$ cat config.mk
export PLATFORM = sky130hd
export DESIGN_NAME = dispatch_control
export DESIGN_NICKNAME = d
export VERILOG_FILES = /design/src/rtl/pipe_ctl_pkg.sv /design/src/rtl/dispatch_control.sv /design/src/rtl/group_splitter.sv
export VERILOG_INCLUDE_DIRS = /design/src /design/src/rtl
export SDC_FILE = /design/constraint.sdc
export NUM_CORES = 1
export LEC_CHECK = 0
export BUFFER_PORTS_ARGS = -buffer_cell sky130_fd_sc_hd__buf_2
export CORE_MARGIN = 2
export CORE_UTILIZATION = 53
export CTS_CLUSTER_SIZE = 30
export DETAILED_ROUTE_END_ITERATION = 10
export PLACE_DENSITY_LB_ADDON = 0.1
export SLEW_MARGIN = 20
export SYNTH_ARGS = -nofsm -noshare
export SYNTH_HDL_FRONTEND = slang
export SYNTH_HIERARCHICAL = 1
export SYNTH_SLANG_ARGS = --single-unit
$ cat constraint.sdc
create_clock -name clk_i -period 81 [get_ports clk_i]
set_clock_uncertainty 0.15 [all_clocks]
set_input_delay 8.1 -clock clk_i [delete_from_list [all_inputs] [get_ports clk_i]]
set_output_delay 8.1 -clock clk_i [all_outputs]
set_load 0.02 [all_outputs]
$ cat src/rtl/pipe_ctl_consts.svh
`ifndef PIPE_CTL_CONSTS_SVH
`define PIPE_CTL_CONSTS_SVH

`define SLOTS_PER_FETCH_GROUP   8
`define FETCH_PHASE_COUNT       4
`define MULTIPLY_DELAY_SLOTS    1
`define BRANCH_DELAY_SLOTS      5
`define IDLE_COUNT_WIDTH        4
`define INSTR_WIDTH             32
`define CHAIN_BIT_POS           0
`define IDLE_OPCODE_MSB         31
`define IDLE_OPCODE_LSB         28
`define IDLE_OPCODE             4'h0
`define IDLE_COUNT_MSB          4
`define IDLE_COUNT_LSB          1
`define BRANCH_OPCODE           4'h1
`define MULTIPLY_OPCODE         4'h2

`endif

$ cat src/rtl/pipe_ctl_pkg.sv
package pipe_ctl_pkg;
    typedef enum logic [2:0]
    {
        ISSUE_RUN  = 3'b001,
        ISSUE_IDLE = 3'b010,
        ISSUE_HALT = 3'b100
    } issue_state_t;
endpackage : pipe_ctl_pkg

$ cat src/rtl/dispatch_control.sv
`timescale 1ns/1ps
`include "pipe_ctl_consts.svh"
// Functional notes
// - Fetch works on fixed groups of eight instruction words moving as one unit.
// - A fetch group holds one to eight issue groups of parallel instructions.
// - Unstalled, a new fetch group starts address generation every cycle.
// - Dispatch reads chaining bits and stalls when more than one issue group exists.
// - While stalled, remaining issue groups dispatch one per cycle in program order.
// - Stall releases when the last issue group moves toward decode.
// - During the stall younger fetch groups hold and no new address starts.
// - After release, one fetch group advances per cycle again.
// - Idle instruction carries an optional cycle count for a multicycle idle.
// - Multicycle idle adds delay cycles after its group; it and earlier groups are not delayed.
// - Idle of two beside a multiply makes the product visible to next group.
// - A single-cycle idle alongside others changes nothing.
// - During a long idle only its own issue group operates.
// - Idle of five issued in cycle 6 lets the next group execute in cycle 11.
// - A branch finishing its delay slots ends a multicycle idle early.
// - Branch in cycle 1 has slots 2 to 6; target executes in cycle 7.
// - Multiply has exactly one delay slot.
// - Branch in first execute phase sees its target in address generation.
module dispatch_control
    import pipe_ctl_pkg::*;
#(
    parameter int SLOTS = `SLOTS_PER_FETCH_GROUP,
    parameter int IW    = `INSTR_WIDTH,
    parameter int CW    = `IDLE_COUNT_WIDTH
)
(
    input  wire logic                clk_i,
    input  wire logic                reset_i,
    input  wire logic                fetch_valid_i,
    input  wire logic [SLOTS*IW-1:0] fetch_words_i,
    input  wire logic                branch_taken_i,
    output logic                     fetch_addr_generate_phase_o,
    output logic                     fetch_advance_o,
    output logic                     dispatch_stall_o,
    output logic [SLOTS-1:0]         decode_slot_valid_o,
    output logic [SLOTS*IW-1:0]      decode_words_o,
    output logic                     first_execute_valid_o,
    output logic [SLOTS-1:0]         first_execute_slot_o,
    output logic                     result_visible_o,
    output logic                     idle_active_o
);
    localparam int STAGES = `FETCH_PHASE_COUNT;
    localparam logic [2:0] BR_SLOTS = 3'(`BRANCH_DELAY_SLOTS);

    if (SLOTS < 2 || SLOTS > 8 || CW < 3 || IW < 8)
    begin : g_bad_params
        $error("dispatch_control: unsupported parameters");
    end

    // Fetch phases: generate, send, wait, receive, then dispatch register
    logic [STAGES-1:0]         stage_valid;
    logic [IW*SLOTS-1:0]       stage_words [STAGES];
    logic [STAGES-1:0]         next_stage_valid;
    logic [IW*SLOTS-1:0]       next_stage_words [STAGES];
    logic                      disp_valid;
    logic [IW*SLOTS-1:0]       disp_words;
    logic [SLOTS-1:0]          disp_done;
    logic                      next_disp_valid;
    logic [IW*SLOTS-1:0]       next_disp_words;
    logic [SLOTS-1:0]          next_disp_done;
    logic [SLOTS-1:0]          chain;
    logic [SLOTS-1:0]          issue_mask;
    logic                      last_group;
    logic                      multi_group;
    logic                      hold;
    logic                      disp_take;

    genvar s;
    generate
        for (s = 0; s < SLOTS; s++)
        begin : g_chain
            assign chain[s] = disp_words[s*IW + `CHAIN_BIT_POS];
        end
    endgenerate

    group_splitter #(.SLOTS(SLOTS)) u_split
    (
        .chain_i       (chain),
        .done_i        (disp_done),
        .issue_mask_o  (issue_mask),
        .last_group_o  (last_group),
        .multi_group_o (multi_group)
    );

    // Issue state and idle counting
    issue_state_t    state;
    issue_state_t    next_state;
    logic [CW-1:0]   idle_left;
    logic [CW-1:0]   next_idle_left;
    logic [2:0]      br_count;
    logic [2:0]      next_br_count;
    logic            br_due;
    logic            mul_pending;
    logic            next_mul_pending;
    logic            mul_e2;
    logic            next_mul_e2;
    logic            product_ready;
    logic            next_product_ready;
    logic            idle_found;
    logic [CW-1:0]   idle_count;
    logic            mul_found;
    logic            exec_valid;
    logic [SLOTS-1:0] exec_slot;
    logic            next_exec_valid;
    logic [SLOTS-1:0] next_exec_slot;
    logic [SLOTS-1:0] dec_valid;
    logic [IW*SLOTS-1:0] dec_words;
    logic [SLOTS-1:0] next_dec_valid;
    logic [IW*SLOTS-1:0] next_dec_words;

    assign idle_active_o = (state == ISSUE_IDLE);
    // Pipeline freezes while an idle period counts; a finishing branch lifts it
    assign hold = idle_active_o && !br_due;
    // Branch finishing its delay slots this cycle
    assign br_due = (br_count == 3'd1);

    always_comb
    begin
        idle_found = 1'b0;
        idle_count = '0;
        mul_found  = 1'b0;
        for (int i = 0; i < SLOTS; i++)
        begin
            if (dec_valid[i]
                && dec_words[i*IW+`IDLE_OPCODE_LSB +: 4] == `IDLE_OPCODE)
            begin
                idle_found = 1'b1;
                idle_count = dec_words[i*IW+`IDLE_COUNT_LSB +: CW];
            end
            if (dec_valid[i]
                && dec_words[i*IW+`IDLE_OPCODE_LSB +: 4] == `MULTIPLY_OPCODE)
                mul_found = 1'b1;
        end
    end

    // Dispatch may take a new fetch group only when current one is done
    assign disp_take = !hold && (!disp_valid || last_group);
    assign dispatch_stall_o = disp_valid && multi_group && !last_group;
    assign fetch_advance_o = disp_take;
    assign fetch_addr_generate_phase_o = disp_take && fetch_valid_i;

    always_comb
    begin
        next_stage_valid = stage_valid;
        for (int i = 0; i < STAGES; i++)
            next_stage_words[i] = stage_words[i];
        next_disp_valid = disp_valid;
        next_disp_words = disp_words;
        next_disp_done  = disp_done;
        // Delay-slot groups keep flowing after a branch; the source offers the target
        if (!hold)
        begin
            if (disp_take)
            begin
                // Whole fetch groups shift one phase per cycle
                next_stage_valid[0] = fetch_valid_i;
                next_stage_words[0] = fetch_words_i;
                for (int i = 1; i < STAGES; i++)
                begin
                    next_stage_valid[i] = stage_valid[i-1];
                    next_stage_words[i] = stage_words[i-1];
                end
                next_disp_valid = stage_valid[STAGES-1];
                next_disp_words = stage_words[STAGES-1];
                next_disp_done  = '0;
            end
            else
            begin
                next_disp_done = disp_done | issue_mask;
            end
        end
    end

    always_ff @(posedge clk_i)
    begin
        if (reset_i)
        begin
            stage_valid <= '0;
            disp_valid  <= 1'b0;
            disp_done   <= '0;
        end
        else
        begin
            stage_valid <= next_stage_valid;
            disp_valid  <= next_disp_valid;
            disp_done   <= next_disp_done;
        end
        for (int i = 0; i < STAGES; i++)
            stage_words[i] <= next_stage_words[i];
        disp_words <= next_disp_words;
    end

    // Decode register gets one issue group per cycle
    always_comb
    begin
        next_dec_valid = dec_valid;
        next_dec_words = dec_words;
        if (!hold)
        begin
            next_dec_valid = disp_valid ? issue_mask : '0;
            next_dec_words = disp_words;
        end
    end

    always_comb
    begin
        next_state       = state;
        next_idle_left   = idle_left;
        next_exec_valid  = 1'b0;
        next_exec_slot   = '0;
        next_mul_pending = mul_found && !hold;
        next_mul_e2      = mul_pending;
        next_product_ready = mul_e2 || (product_ready && !mul_pending);
        next_br_count    = (br_count != 3'd0) ? br_count - 3'd1 : 3'd0;
        if (branch_taken_i)
            next_br_count = BR_SLOTS;
        case (state)
            ISSUE_RUN:
            begin
                next_exec_valid = |dec_valid;
                next_exec_slot  = dec_valid;
                // Count of one or zero behaves as a plain idle
                if (idle_found && idle_count > CW'(1))
                begin
                    next_state     = ISSUE_IDLE;
                    next_idle_left = idle_count - CW'(1);
                end
            end
            ISSUE_IDLE:
            begin
                if (br_due)
                begin
                    // Branch target issues right after the last delay slot
                    next_state      = ISSUE_RUN;
                    next_idle_left  = '0;
                    next_exec_valid = |dec_valid;
                    next_exec_slot  = dec_valid;
                end
                else if (idle_left == CW'(1))
                begin
                    next_state     = ISSUE_RUN;
                    next_idle_left = '0;
                end
                else
                begin
                    next_idle_left = idle_left - CW'(1);
                end
            end
            default:
            begin
                next_state     = ISSUE_RUN;
                next_idle_left = '0;
            end
        endcase
    end

    always_ff @(posedge clk_i)
    begin
        if (reset_i)
        begin
            state       <= ISSUE_RUN;
            idle_left   <= '0;
            br_count    <= 3'd0;
            mul_pending <= 1'b0;
            mul_e2      <= 1'b0;
            product_ready <= 1'b0;
            exec_valid  <= 1'b0;
            exec_slot   <= '0;
            dec_valid   <= '0;
            dec_words   <= '0;
        end
        else
        begin
            state       <= next_state;
            idle_left   <= next_idle_left;
            br_count    <= next_br_count;
            mul_pending <= next_mul_pending;
            mul_e2      <= next_mul_e2;
            product_ready <= next_product_ready;
            exec_valid  <= next_exec_valid;
            exec_slot   <= next_exec_slot;
            dec_valid   <= next_dec_valid;
            dec_words   <= next_dec_words;
        end
    end

    // Product is written at the end of the second execute phase, readable after it
    assign result_visible_o = product_ready;
    assign decode_slot_valid_o   = dec_valid;
    assign decode_words_o        = dec_words;
    assign first_execute_valid_o = exec_valid;
    assign first_execute_slot_o  = exec_slot;

    a_stall_holds_fetch: assert property (@(posedge clk_i) disable iff (reset_i)
        dispatch_stall_o |-> !fetch_addr_generate_phase_o)
        else $error("address generated during dispatch stall");

    a_stall_walks_groups: assert property (@(posedge clk_i) disable iff (reset_i)
        (dispatch_stall_o && !hold && !branch_taken_i) |=> (disp_done != $past(disp_done)))
        else $error("stalled dispatch made no progress");

    a_idle_blocks_exec: assert property (@(posedge clk_i) disable iff (reset_i)
        (idle_active_o && !br_due) |=> !first_execute_valid_o)
        else $error("execution during idle period");

    a_branch_target_exec: assert property (@(posedge clk_i) disable iff (reset_i)
        (idle_active_o && br_due && (|dec_valid)) |=> first_execute_valid_o)
        else $error("branch target not issued after delay slots");

    a_idle_five_len: assert property (@(posedge clk_i) disable iff (reset_i)
        ($rose(idle_active_o) && $past(idle_count) == CW'(5) && br_count == 3'd0)
        |-> idle_active_o [*4] ##1 !idle_active_o)
        else $error("idle of five wrong length");

    a_branch_ends_idle: assert property (@(posedge clk_i) disable iff (reset_i)
        (idle_active_o && br_due) |=> !idle_active_o)
        else $error("branch did not end idle");

    a_branch_slots: assert property (@(posedge clk_i) disable iff (reset_i)
        branch_taken_i |=> br_count == BR_SLOTS)
        else $error("branch slot count wrong");

    a_single_idle: assert property (@(posedge clk_i) disable iff (reset_i)
        (state == ISSUE_RUN && idle_found && idle_count <= CW'(1)) |=> !idle_active_o)
        else $error("single idle stalled issue");

    a_release_take: assert property (@(posedge clk_i) disable iff (reset_i)
        (disp_valid && last_group && !hold) |-> fetch_advance_o)
        else $error("stall not released on last group");

    a_mul_visible: assert property (@(posedge clk_i) disable iff (reset_i)
        (mul_found && !hold && state == ISSUE_RUN) |-> ##3 result_visible_o)
        else $error("multiply result not visible");
endmodule : dispatch_control

$ cat src/rtl/group_splitter.sv
`timescale 1ns/1ps
`include "pipe_ctl_consts.svh"

// Finds issue group boundaries from the chaining bits of one fetch group
module group_splitter
#(
    parameter int SLOTS = `SLOTS_PER_FETCH_GROUP
)
(
    input  wire logic [SLOTS-1:0] chain_i,
    input  wire logic [SLOTS-1:0] done_i,
    output logic      [SLOTS-1:0] issue_mask_o,
    output logic                  last_group_o,
    output logic                  multi_group_o
);
    logic [SLOTS-1:0] open_mask;
    logic [SLOTS:0]   run;
    logic [SLOTS-1:0] ends;

    assign open_mask = ~done_i;
    assign run[0] = 1'b1;

    // Mask covers the first not-yet-issued slot up to the first unchained slot
    genvar g;
    generate
        for (g = 0; g < SLOTS; g++)
        begin : g_slot
            assign issue_mask_o[g] = open_mask[g] & run[g];
            assign run[g+1] = run[g] & (done_i[g] | chain_i[g]);
            assign ends[g] = ~chain_i[g];
        end
    endgenerate

    assign last_group_o  = ~|(open_mask & ~issue_mask_o);
    assign multi_group_o = |ends[SLOTS-2:0];
endmodule : group_splitter

# Yosys cells after proc, flatten, opt, wreduce, memory -nomap -nowiden
# Memories as Yosys holds them, arrays and structs flattened.
# Cells that the tools add are included.
# totals
rom_bits	0
regBits	555
latch_bits	0
mem_count	1
wordCells	155
ramBits	1024
out_inout_bits	278
# classes
eq_ne	14
bitwise_logic	33
n_reduce_logical	46
n_lt_le_gt_ge	1
add_sub_neg	3
shift	0
mul	0
div_mod_pow	0
mux	42
# memory_table
memory	depth	word_bits	rd	rd_ports_with_merged_regs	wr	line_no	rtl
stage_words	4	256	4	0	4	dispatch_control.sv:55	logic [IW*SLOTS-1:0] stage_words [STAGES];
# op_table
operator	count
2-to-1 mux 1024 bit	2
2-to-1 mux 4 bit	11
equality test 4 x 2 -> 1 bit, second input constant	8
logical NOT 4 bit	8
logical AND 1 bit	24
2-to-1 mux 8 bit	3
2-to-1 mux 1 bit	17
NOT 8 bit	2
one-hot mux 8 bit (2 select lines)	1
OR reduction 8 bit	2
2-to-1 mux 3 bit	5
AND 1 bit	13
NOT 1 bit	9
AND 8 bit	1
bitwise OR 8 bit	1
one-hot mux 4 bit (2 select lines)	1
subtractor 4 x 1 -> 4 bit, second input constant	2
bitwise OR 1 bit	7
OR reduction 7 bit	1
equality test 3 x 1 -> 1 bit, second input constant	2
one-hot mux 3 bit (2 select lines)	1
logical NOT 1 bit	5
equality test 4 x 1 -> 1 bit, second input constant	1
greater-than comparator 4 x 1 -> 1 bit, second input constant	1
other kinds (9)	11

# Logic depth before layout (Yosys ltp)
# Gate-level depths: netlist of the first run.
# depth
depth_word	16
depth_mapped	13
mapped_depth_nobuf	12

# Modules after synthesis
# The synthesis of the first run kept the hierarchy.
# by_module_without_submodules
mod	cells_per_inst	n_inst	seq_area_each_um2	area_each_um2
dispatch_control	2666	1	44402.6	49378.6
group_splitter	31	1	0.0	176.4

# Worst setup path before layout of the first run
# OpenSTA, ideal clock, no wires.
# synth_timing
path_type	register -> output
startpoint	reg disp_words[0] (read register of stage_words)
endpoint	out fetch_addr_generate_phase_o
t_arrival_ns	67.679
t_required_ns	72.750
setup_slack_ns	5.071
n_path_buf	0
stages_incl_launch_ff	7
path_cell_list	edfxtp_1 o22ai_2 or3_4 a211oi_2 inv_1 a21oi_1 and2_1
# synth_between
elab_chain_cells	15
word_cells_on_any_way	21
classes_between	bitwise (16); reduce/logical (5)
# synth_rtl
item	line_no	rtl
start: declaration	dispatch_control.sv:59	logic [IW*SLOTS-1:0] disp_words;
bitwise OR 1 bit (*)	group_splitter.sv:29	assign run[g+1] = run[g] & (done_i[g] | chain_i[g]);
AND 1 bit (6 in a row)	group_splitter.sv:29	
AND 1 bit	group_splitter.sv:28	assign issue_mask_o[g] = open_mask[g] & run[g];
NOT 8 bit (*)	group_splitter.sv:34	assign last_group_o = ~|(open_mask & ~issue_mask_o);
AND 8 bit (*)	group_splitter.sv:34	
OR reduction 8 bit (*)	group_splitter.sv:34	
logical NOT 1 bit (*)	group_splitter.sv:34	
via last_group	dispatch_control.sv:66	logic last_group;
logical OR 1 bit (*)	dispatch_control.sv:140	assign disp_take = !hold && (!disp_valid || last_group);
logical AND 1 bit (*)	dispatch_control.sv:140	
via fetch_advance_o	dispatch_control.sv:36	output logic fetch_advance_o,
logical AND 1 bit (*)	dispatch_control.sv:143	assign fetch_addr_generate_phase_o = disp_take && fetch_valid_i;
end: declaration	dispatch_control.sv:35	output logic fetch_addr_generate_phase_o,
# The timed path passes the listed nets; every way through them passes the cells marked *.

# Worst setup path in the final report of the first run
# layout_timing
startpoint	in fetch_valid_i
endpoint	out fetch_addr_generate_phase_o
# layout_between
elab_chain_cells	1
# layout_rtl
item	line_no	rtl
start: declaration	dispatch_control.sv:32	input wire logic fetch_valid_i,
logical AND 1 bit	dispatch_control.sv:143	
# Every way passes these cells.

==> results of run 1 <==
-- cells in the final DEF (no fill, tap or decap), types with 13 or more instances in the layout --
master,n
buf_2,536
inv_1,17
clkinv_2,24
diode_2,15
buf_4,16
clkbuf_8,18
dfxtp_1,298
nor3_1,13
nor2_1,44
nand2_1,537
clkbuf_16,160
a21oi_1,281
edfxtp_1,1280
clkbuf_1,50
-- metrics by stage --
| stage | cell area, um^2 | power, mW |
|---|---|---|
| global route | 58800 | 1.79 |
| global placement | 53700 | 1.04 |
| CTS | 58800 | 1.75 |
| floorplan | 49600 | 1.05 |
| detailed placement | 53700 | 1.05 |
| finish | 58800 | 1.73 |
-- critical path, delay by kind of cell --
kind                   cells  cell delay (ns)
buffers and inverters      2             0.26
and+or+nand+nor            1             0.13
-- final cells by class --
cell class	instances	area, um^2	area share (%)
inverters	17	63.8	0.108
well taps	1254	1570	2.67
repair buffers	559	2900	4.93
diodes	15	37.5	0.0638
multi-input cells	1006	4750	8.07
clock buffers	228	4440	7.55
clock inverters	58	666	1.13
flip-flops and latches	1578	44400	75.5
-- metal layers --
metal | global-route usage, % | up-vias | part of all wire [%]
met5 | 0 | - | 0.27
met1 | 24.1 | 11500 | 40
li1 | - | 11200 | -
met4 | 8.81 | 38 | 4.0
met2 | 29.2 | 850 | 47
met3 | 6.43 | 260 | 8.9
-- cell families after synthesis --
family	synth area share (%)
compound gates	3.64
xor+xnor	0.0354
fa+ha+maj	0.227
buf+inv	0.858
flops	89.6
mux	0.121
simple gates	5.51
-- flip-flops by register name, summed over array words and instances (netlist names), 3 cells and up --
register,flops
decode_words_o,256
stage_words,1024
decode_slot_valid_o,8
br_count,3
idle_left,4
disp_done,8
disp_words,256
stage_valid,4
first_execute_slot_o,8
-- worst paths after layout --
kind / cells after the start / end / start
hold reg to reg: 0 / stage_words[2][88]$_DFFE_PP_ / stage_words[1][88]$_DFFE_PP_
setup / recovery: 3 / fetch_addr_generate_phase_o / fetch_valid_i
setup reg to reg: 10 / stage_words[0][137]$_DFFE_PP_ / disp_words[0]$_DFFE_PP_
hold / removal: 0 / stage_words[2][88]$_DFFE_PP_ / stage_words[1][88]$_DFFE_PP_
-- power by group --
part           internal, mW  leakage [nW]  total, mW  switching (mW)
registers             0.950          16.0      0.973          0.0236
logic                0.0179          4.56     0.0553          0.0374
clock network         0.419          2.48      0.703           0.283
total                  1.39          23.0       1.73           0.344
==> summary.txt, run 1 <==
Run status = completed
Starting Density = 53.3%
1st-iter DRT viols = 2,136
Vias in the first global route = 23,300
Largest stage delay, worst path = 0.15 ns
Global-route wire length before repair = 135,000 um
Post-Layout Cell Count = 4,715
Max-cap violations = 0
GPL Wtd Cong = 0.879
DP Cell Count = 4,414
Post-synth EDFFs = 1,280
Dpl hpwl = 57,400 um
Fin crit period = 16.74 ns
Worst skew pair latency = 0.74 ns
Placement Setup Slack = 64.25 ns
Crit path launch type = input pin
Sequential-to-total area share from yosys stat = 89.6%
WP data arrival = 8.49 ns
Layout cell share with drive strength beyond 1 = 23.3%
Die H = 310 um
Fin util = 63.2%
Tightest Pin Transition = 1.11 ns
Worst path required time = 72.75 ns
RSZ-0062 raised after global routing = false
Total gr overflow = 0
Leak = 23.0 nW
Crit Path Max Fanout = 2
Top cell type by total area after synthesis = edfxtp_1
Slowest CP cell = buf_2
Most common cell in the synthesized netlist = edfxtp_1
Die width = 310 um
Final setup vio count = 0
P&R area growth vs syn = 18.7%
Post-DRT Antenna Nets = 0
Achievable Freq = 59.7 MHz
CP Capture Type = primary output
Hold buffers post-CTS = 0
Ys Warns = 6
Slew Viols, Final = 0
CTS max path bufs = 3
Max_slew headroom = 25.8%
Clock Pin Slew Worst Setup and Hold Paths = 0.06 ns
CP Cell Sequence = buf_2 -> and2_1 -> buf_2
WL final = 91,600 um
Port buffer count = 537
Fin crit share = 20.7%
Drt first pass iters = 6
H-tree levels = 4
R2r setup slk = 75.35 ns
Fillers = 6,632
Gate Count Post-Synth = 2,697
Avg WL per Cell = 19.4 um
FF+latch count, synth = 1,578
Syn avg cell area = 18.4 um^2
Synthesized Nets = 2,966
Clock Root Buffer = clkbuf_16
Commonest cells post-synth = edfxtp_1, nand2_1, dfxtp_1, a21oi_1, clkbuf_1
Hold Fails Final Rpt = 0
DR vias = 23,800
Initial antenna violation count = 41
DIE AREA = 96,000 um^2
IO Count = 538
Post-CTS Setup Repair Bufs = 0
Synth Cell Area = 49,600 um^2
Largest net degree at the start of global routing = 199
Crit-path most repeated cell = buf_2
Power Density = 29.4 nW/um^2
Row Count = 112
Post-synth top flop = edfxtp_1
Post-CTS Resized = 0
Setup TNS = 0 ns
CTS Buf Count = 154
Gr usage total = 18.8%
Critical path class = input pin to primary output
Vias per cell = 5.05
Nets = 3,585
Post-synth top area share = 77.6%
Core Area = 93,000 um^2
Distinct cell type count after synthesis = 62
Fin Hold WS = 0.249 ns
CTS tree = built
Hold crit path type = register to register
Async set-reset flop share out of synthesis = 0%
VDD IR-drop max = 0.0203 mV
Setup slack after layout = 64.26 ns
Top post-synthesis cells by area = edfxtp_1, dfxtp_1, nand2_1
Residual DRC = 0
Num Clock Sinks = 1,578
Note: power is estimated with default switching activity, not from simulation.
==> inputs of run 2 (changes only) <==
--- a/config.mk
+++ b/config.mk
@@ -6,6 +6,7 @@
 export SDC_FILE = /design/constraint.sdc
 export NUM_CORES = 1
 export LEC_CHECK = 0
+export ABC_AREA = 1
 export BUFFER_PORTS_ARGS = -buffer_cell sky130_fd_sc_hd__buf_2
 export CORE_MARGIN = 2
 export CORE_UTILIZATION = 53
==> constraint.sdc (replaced) <==
create_clock -name clk_i -period 15.85 [get_ports clk_i]
set_clock_uncertainty 0.15 [all_clocks]
set_input_delay 1.585 -clock clk_i [delete_from_list [all_inputs] [get_ports clk_i]]
set_output_delay 1.585 -clock clk_i [all_outputs]
set_load 0.02 [all_outputs]
==> run 2 against run 1 <==
Sequential power grew to 7.8 times the previous value. Combinational power grew to 32 times the previous value. Critical endpoint is now disp_words[55]$_DFFE_PP_. Clock power grew to 5.2 times the previous value. Count of clock-buffer cells in the layout grew 5. Largest power group unchanged. Sequential share of layout area decreased by 0.25 points. Routed wire length grew 2.9%.
==> summary.txt, run 2 <==
Run status = completed
Comb pwr share = 13.6%
Gr usage total = 19.3%
Power Density = 220 nW/um^2
DR vias = 24,100
Max-cap violations = 0
Die width = 310 um
RSZ-0062 raised after global routing = false
Total gr overflow = 0
Crit Path Max Fanout = 87
Net Sw Power = 3.39 mW
Drt first pass iters = 6
Hold crit path type = register to register
Crit path launch type = register
1st-iter DRT viols = 2,448
Final setup vio count = 0
CP Capture Type = register
Num Clock Sinks = 1,578
Sequential-to-total area share from yosys stat = 89.4%
Vias per cell = 5.02
Dpl hpwl = 59,100 um
Fin crit period = 4.73 ns
Met3 Resource Use GR = 6.25%
Starting Density = 53.4%
FF+latch count, synth = 1,578
Clock Pin Slew Worst Setup and Hold Paths = 0.06 ns
Post-CTS Setup Repair Bufs = 0
Largest register FFs = 1,024
Placement Setup Slack = 11.14 ns
Grt met1 use = 24.5%
Residual DRC = 0
Clock Root Buffer = clkbuf_16
Tightest Pin Transition = 1.13 ns
Global-route wire length before repair = 138,000 um
Fillers = 6,648
Syn avg cell area = 17.9 um^2
Net Sw Frac = 26.2%
Leak = 22.9 nW
GR Util met2 = 31.0%
Clk pwr share = 28.1%
Nets = 3,670
Top post-synthesis cells by area = edfxtp_1, dfxtp_1, nor2_1
Core Area = 93,000 um^2
Total power = 13.0 mW
Post-synth top flop = edfxtp_1
GPL Wtd Cong = 0.834
H-tree levels = 4
Initial antenna violation count = 22
WP data arrival = 4.91 ns
Achievable Freq = 211 MHz
Worst skew pair latency = 0.74 ns
Slew Viols, Final = 0
Row Count = 112
Distinct cell type count after synthesis = 33
Synthesized Nets = 3,044
Int Pwr = 9.58 mW
CTS tree = built
VDD IR-drop max = 0.159 mV
Layout cell share with drive strength beyond 1 = 23.7%
Most common cell after layout, fill and taps aside = edfxtp_1
Top cell type by total area after synthesis = edfxtp_1
Largest net degree at the start of global routing = 200
Port buffer count = 537
Hold Fails Final Rpt = 0
Commonest cells post-synth = edfxtp_1, nor2_1, dfxtp_1, o21ai_0, clkbuf_1
GRT busiest layer = met2
Ys Warns = 6
Gate Count Post-Synth = 2,775
Post-CTS Resized = 0
CTS Buf Count = 158
Flop pwr share = 58.3%
Setup slack after layout = 11.12 ns
Most common cell in the synthesized netlist = edfxtp_1
Register name with the most flops = stage_words
Vias in the first global route = 23,700
Commonest non-fill, non-tap cells in the layout = edfxtp_1, nor2_1, buf_2, dfxtp_1, o21ai_0
Critical path class = register to register
Synth Cell Area = 49,700 um^2
Avg WL per Cell = 19.6 um
Die H = 310 um
Worst path required time = 16.03 ns
P&R area growth vs syn = 18.8%
Post-DRT Antenna Nets = 0
Post-synth top area share = 77.4%
Max_slew headroom = 24.8%
WL final = 94,200 um
Fin crit share = 29.8%
Hold buffers post-CTS = 0
DIE AREA = 96,200 um^2
CTS max path bufs = 3
Post-synth EDFFs = 1,280
IO Count = 538
Async set-reset flop share out of synthesis = 0%
==> run 2: changes by cell type in the layout (fill, tap and decap cells not counted), sizes merged, moves of 7 or more <==
cell | before | now
a21oi | 282 | 53
nand2 | 538 | 89
nand3 | 11 | 32
inv | 19 | 67
clkinv | 36 | 46
nor3 | 13 | 6
and2 | 13 | 0
nor2 | 44 | 560
o21ai | 8 | 268
==> run 2: power groups by stage <==
stage	clock [mW]	sequential [mW]	combinational (mW)
6_report	3.64	7.57	1.77
3_3_place_gp	0	7.56	1.74
5_1_grt	3.90	7.75	1.95
3_5_place_dp	0	7.66	1.79
2_1_floorplan	0	8.72	0.862
4_1_cts	3.73	7.59	1.80
==> run 2: final timing paths <==
path                                               startpoint                            end  slack, ns  depth (start not counted)
worst max-delay path                 disp_words[32]$_DFFE_PP_       disp_words[55]$_DFFE_PP_      11.12                         15
worst min-delay path            stage_words[1][221]$_DFFE_PP_  stage_words[2][221]$_DFFE_PP_       0.25                          0
worst max register to register       disp_words[32]$_DFFE_PP_       disp_words[55]$_DFFE_PP_      11.12                         15
worst min register to register  stage_words[1][221]$_DFFE_PP_  stage_words[2][221]$_DFFE_PP_       0.25                          0
==> run 2: worst max-delay path, cell delays in order, from the launching register on <==
cell and delay (ns):
edfxtp_1 0.38, inv_1 0.11, nand2_4 0.09, nand3_4 0.09, nor2_4 0.11, nand3_1 0.11, nand2_1 0.09, nand3_1 0.07
nor2_1 0.13, inv_1 0.06, nand2_1 0.07, nand2_2 0.09, clkinvlp_4 0.22, buf_4 0.66, buf_4 0.78, buf_4 0.92
==> run 2: cell type report <==
cell class / count / area [um^2] / area share [%]
clock buffer: 233 / 4580 / 7.75
clock inverter: 62 / 599 / 1.02
timing repair buffer: 557 / 2880 / 4.88
antenna: 11 / 27.5 / 0.0466
tap: 1254 / 1570 / 2.66
multi-input combinational: 1040 / 4700 / 7.96
sequential: 1578 / 44400 / 75.2
inverter: 66 / 270 / 0.458
==> run 2: kinds of logic (layout without fill, tap and decap cells) <==
logic type	Yosys count	count (layout)	share of synthesized area (%)
AOI/OAI and AO/OA	326	326	3.38
xor gates and xnor gates	3	3	0.0529
adders and majority gates	9	9	0.227
buffers and inverters	157	918	1.20
DFF	1578	1578	89.4
other	0	11	0
and+or+nand+nor	702	702	5.77
==> run 2: through the flow <==
step	area, um^2	util [%]	hold slack, ns	setup TNS, ns	std cells
floorplan	49700	-	0.250	-6718.24	2775
global placement	53800	57.8	0.250	0	4495
detailed placement	53800	57.8	0.255	0	4495
CTS	59000	63.4	0.255	0	4790
global route	59000	63.4	0.257	0	4798
finish	59000	63.4	0.254	0	4801
==> run 2: layer usage <==
metal,part of all wire [%],wire (um)
met1,41,38400
met2,48,45600
met3,7.7,7260
met4,2.9,2770
met5,0.14,134
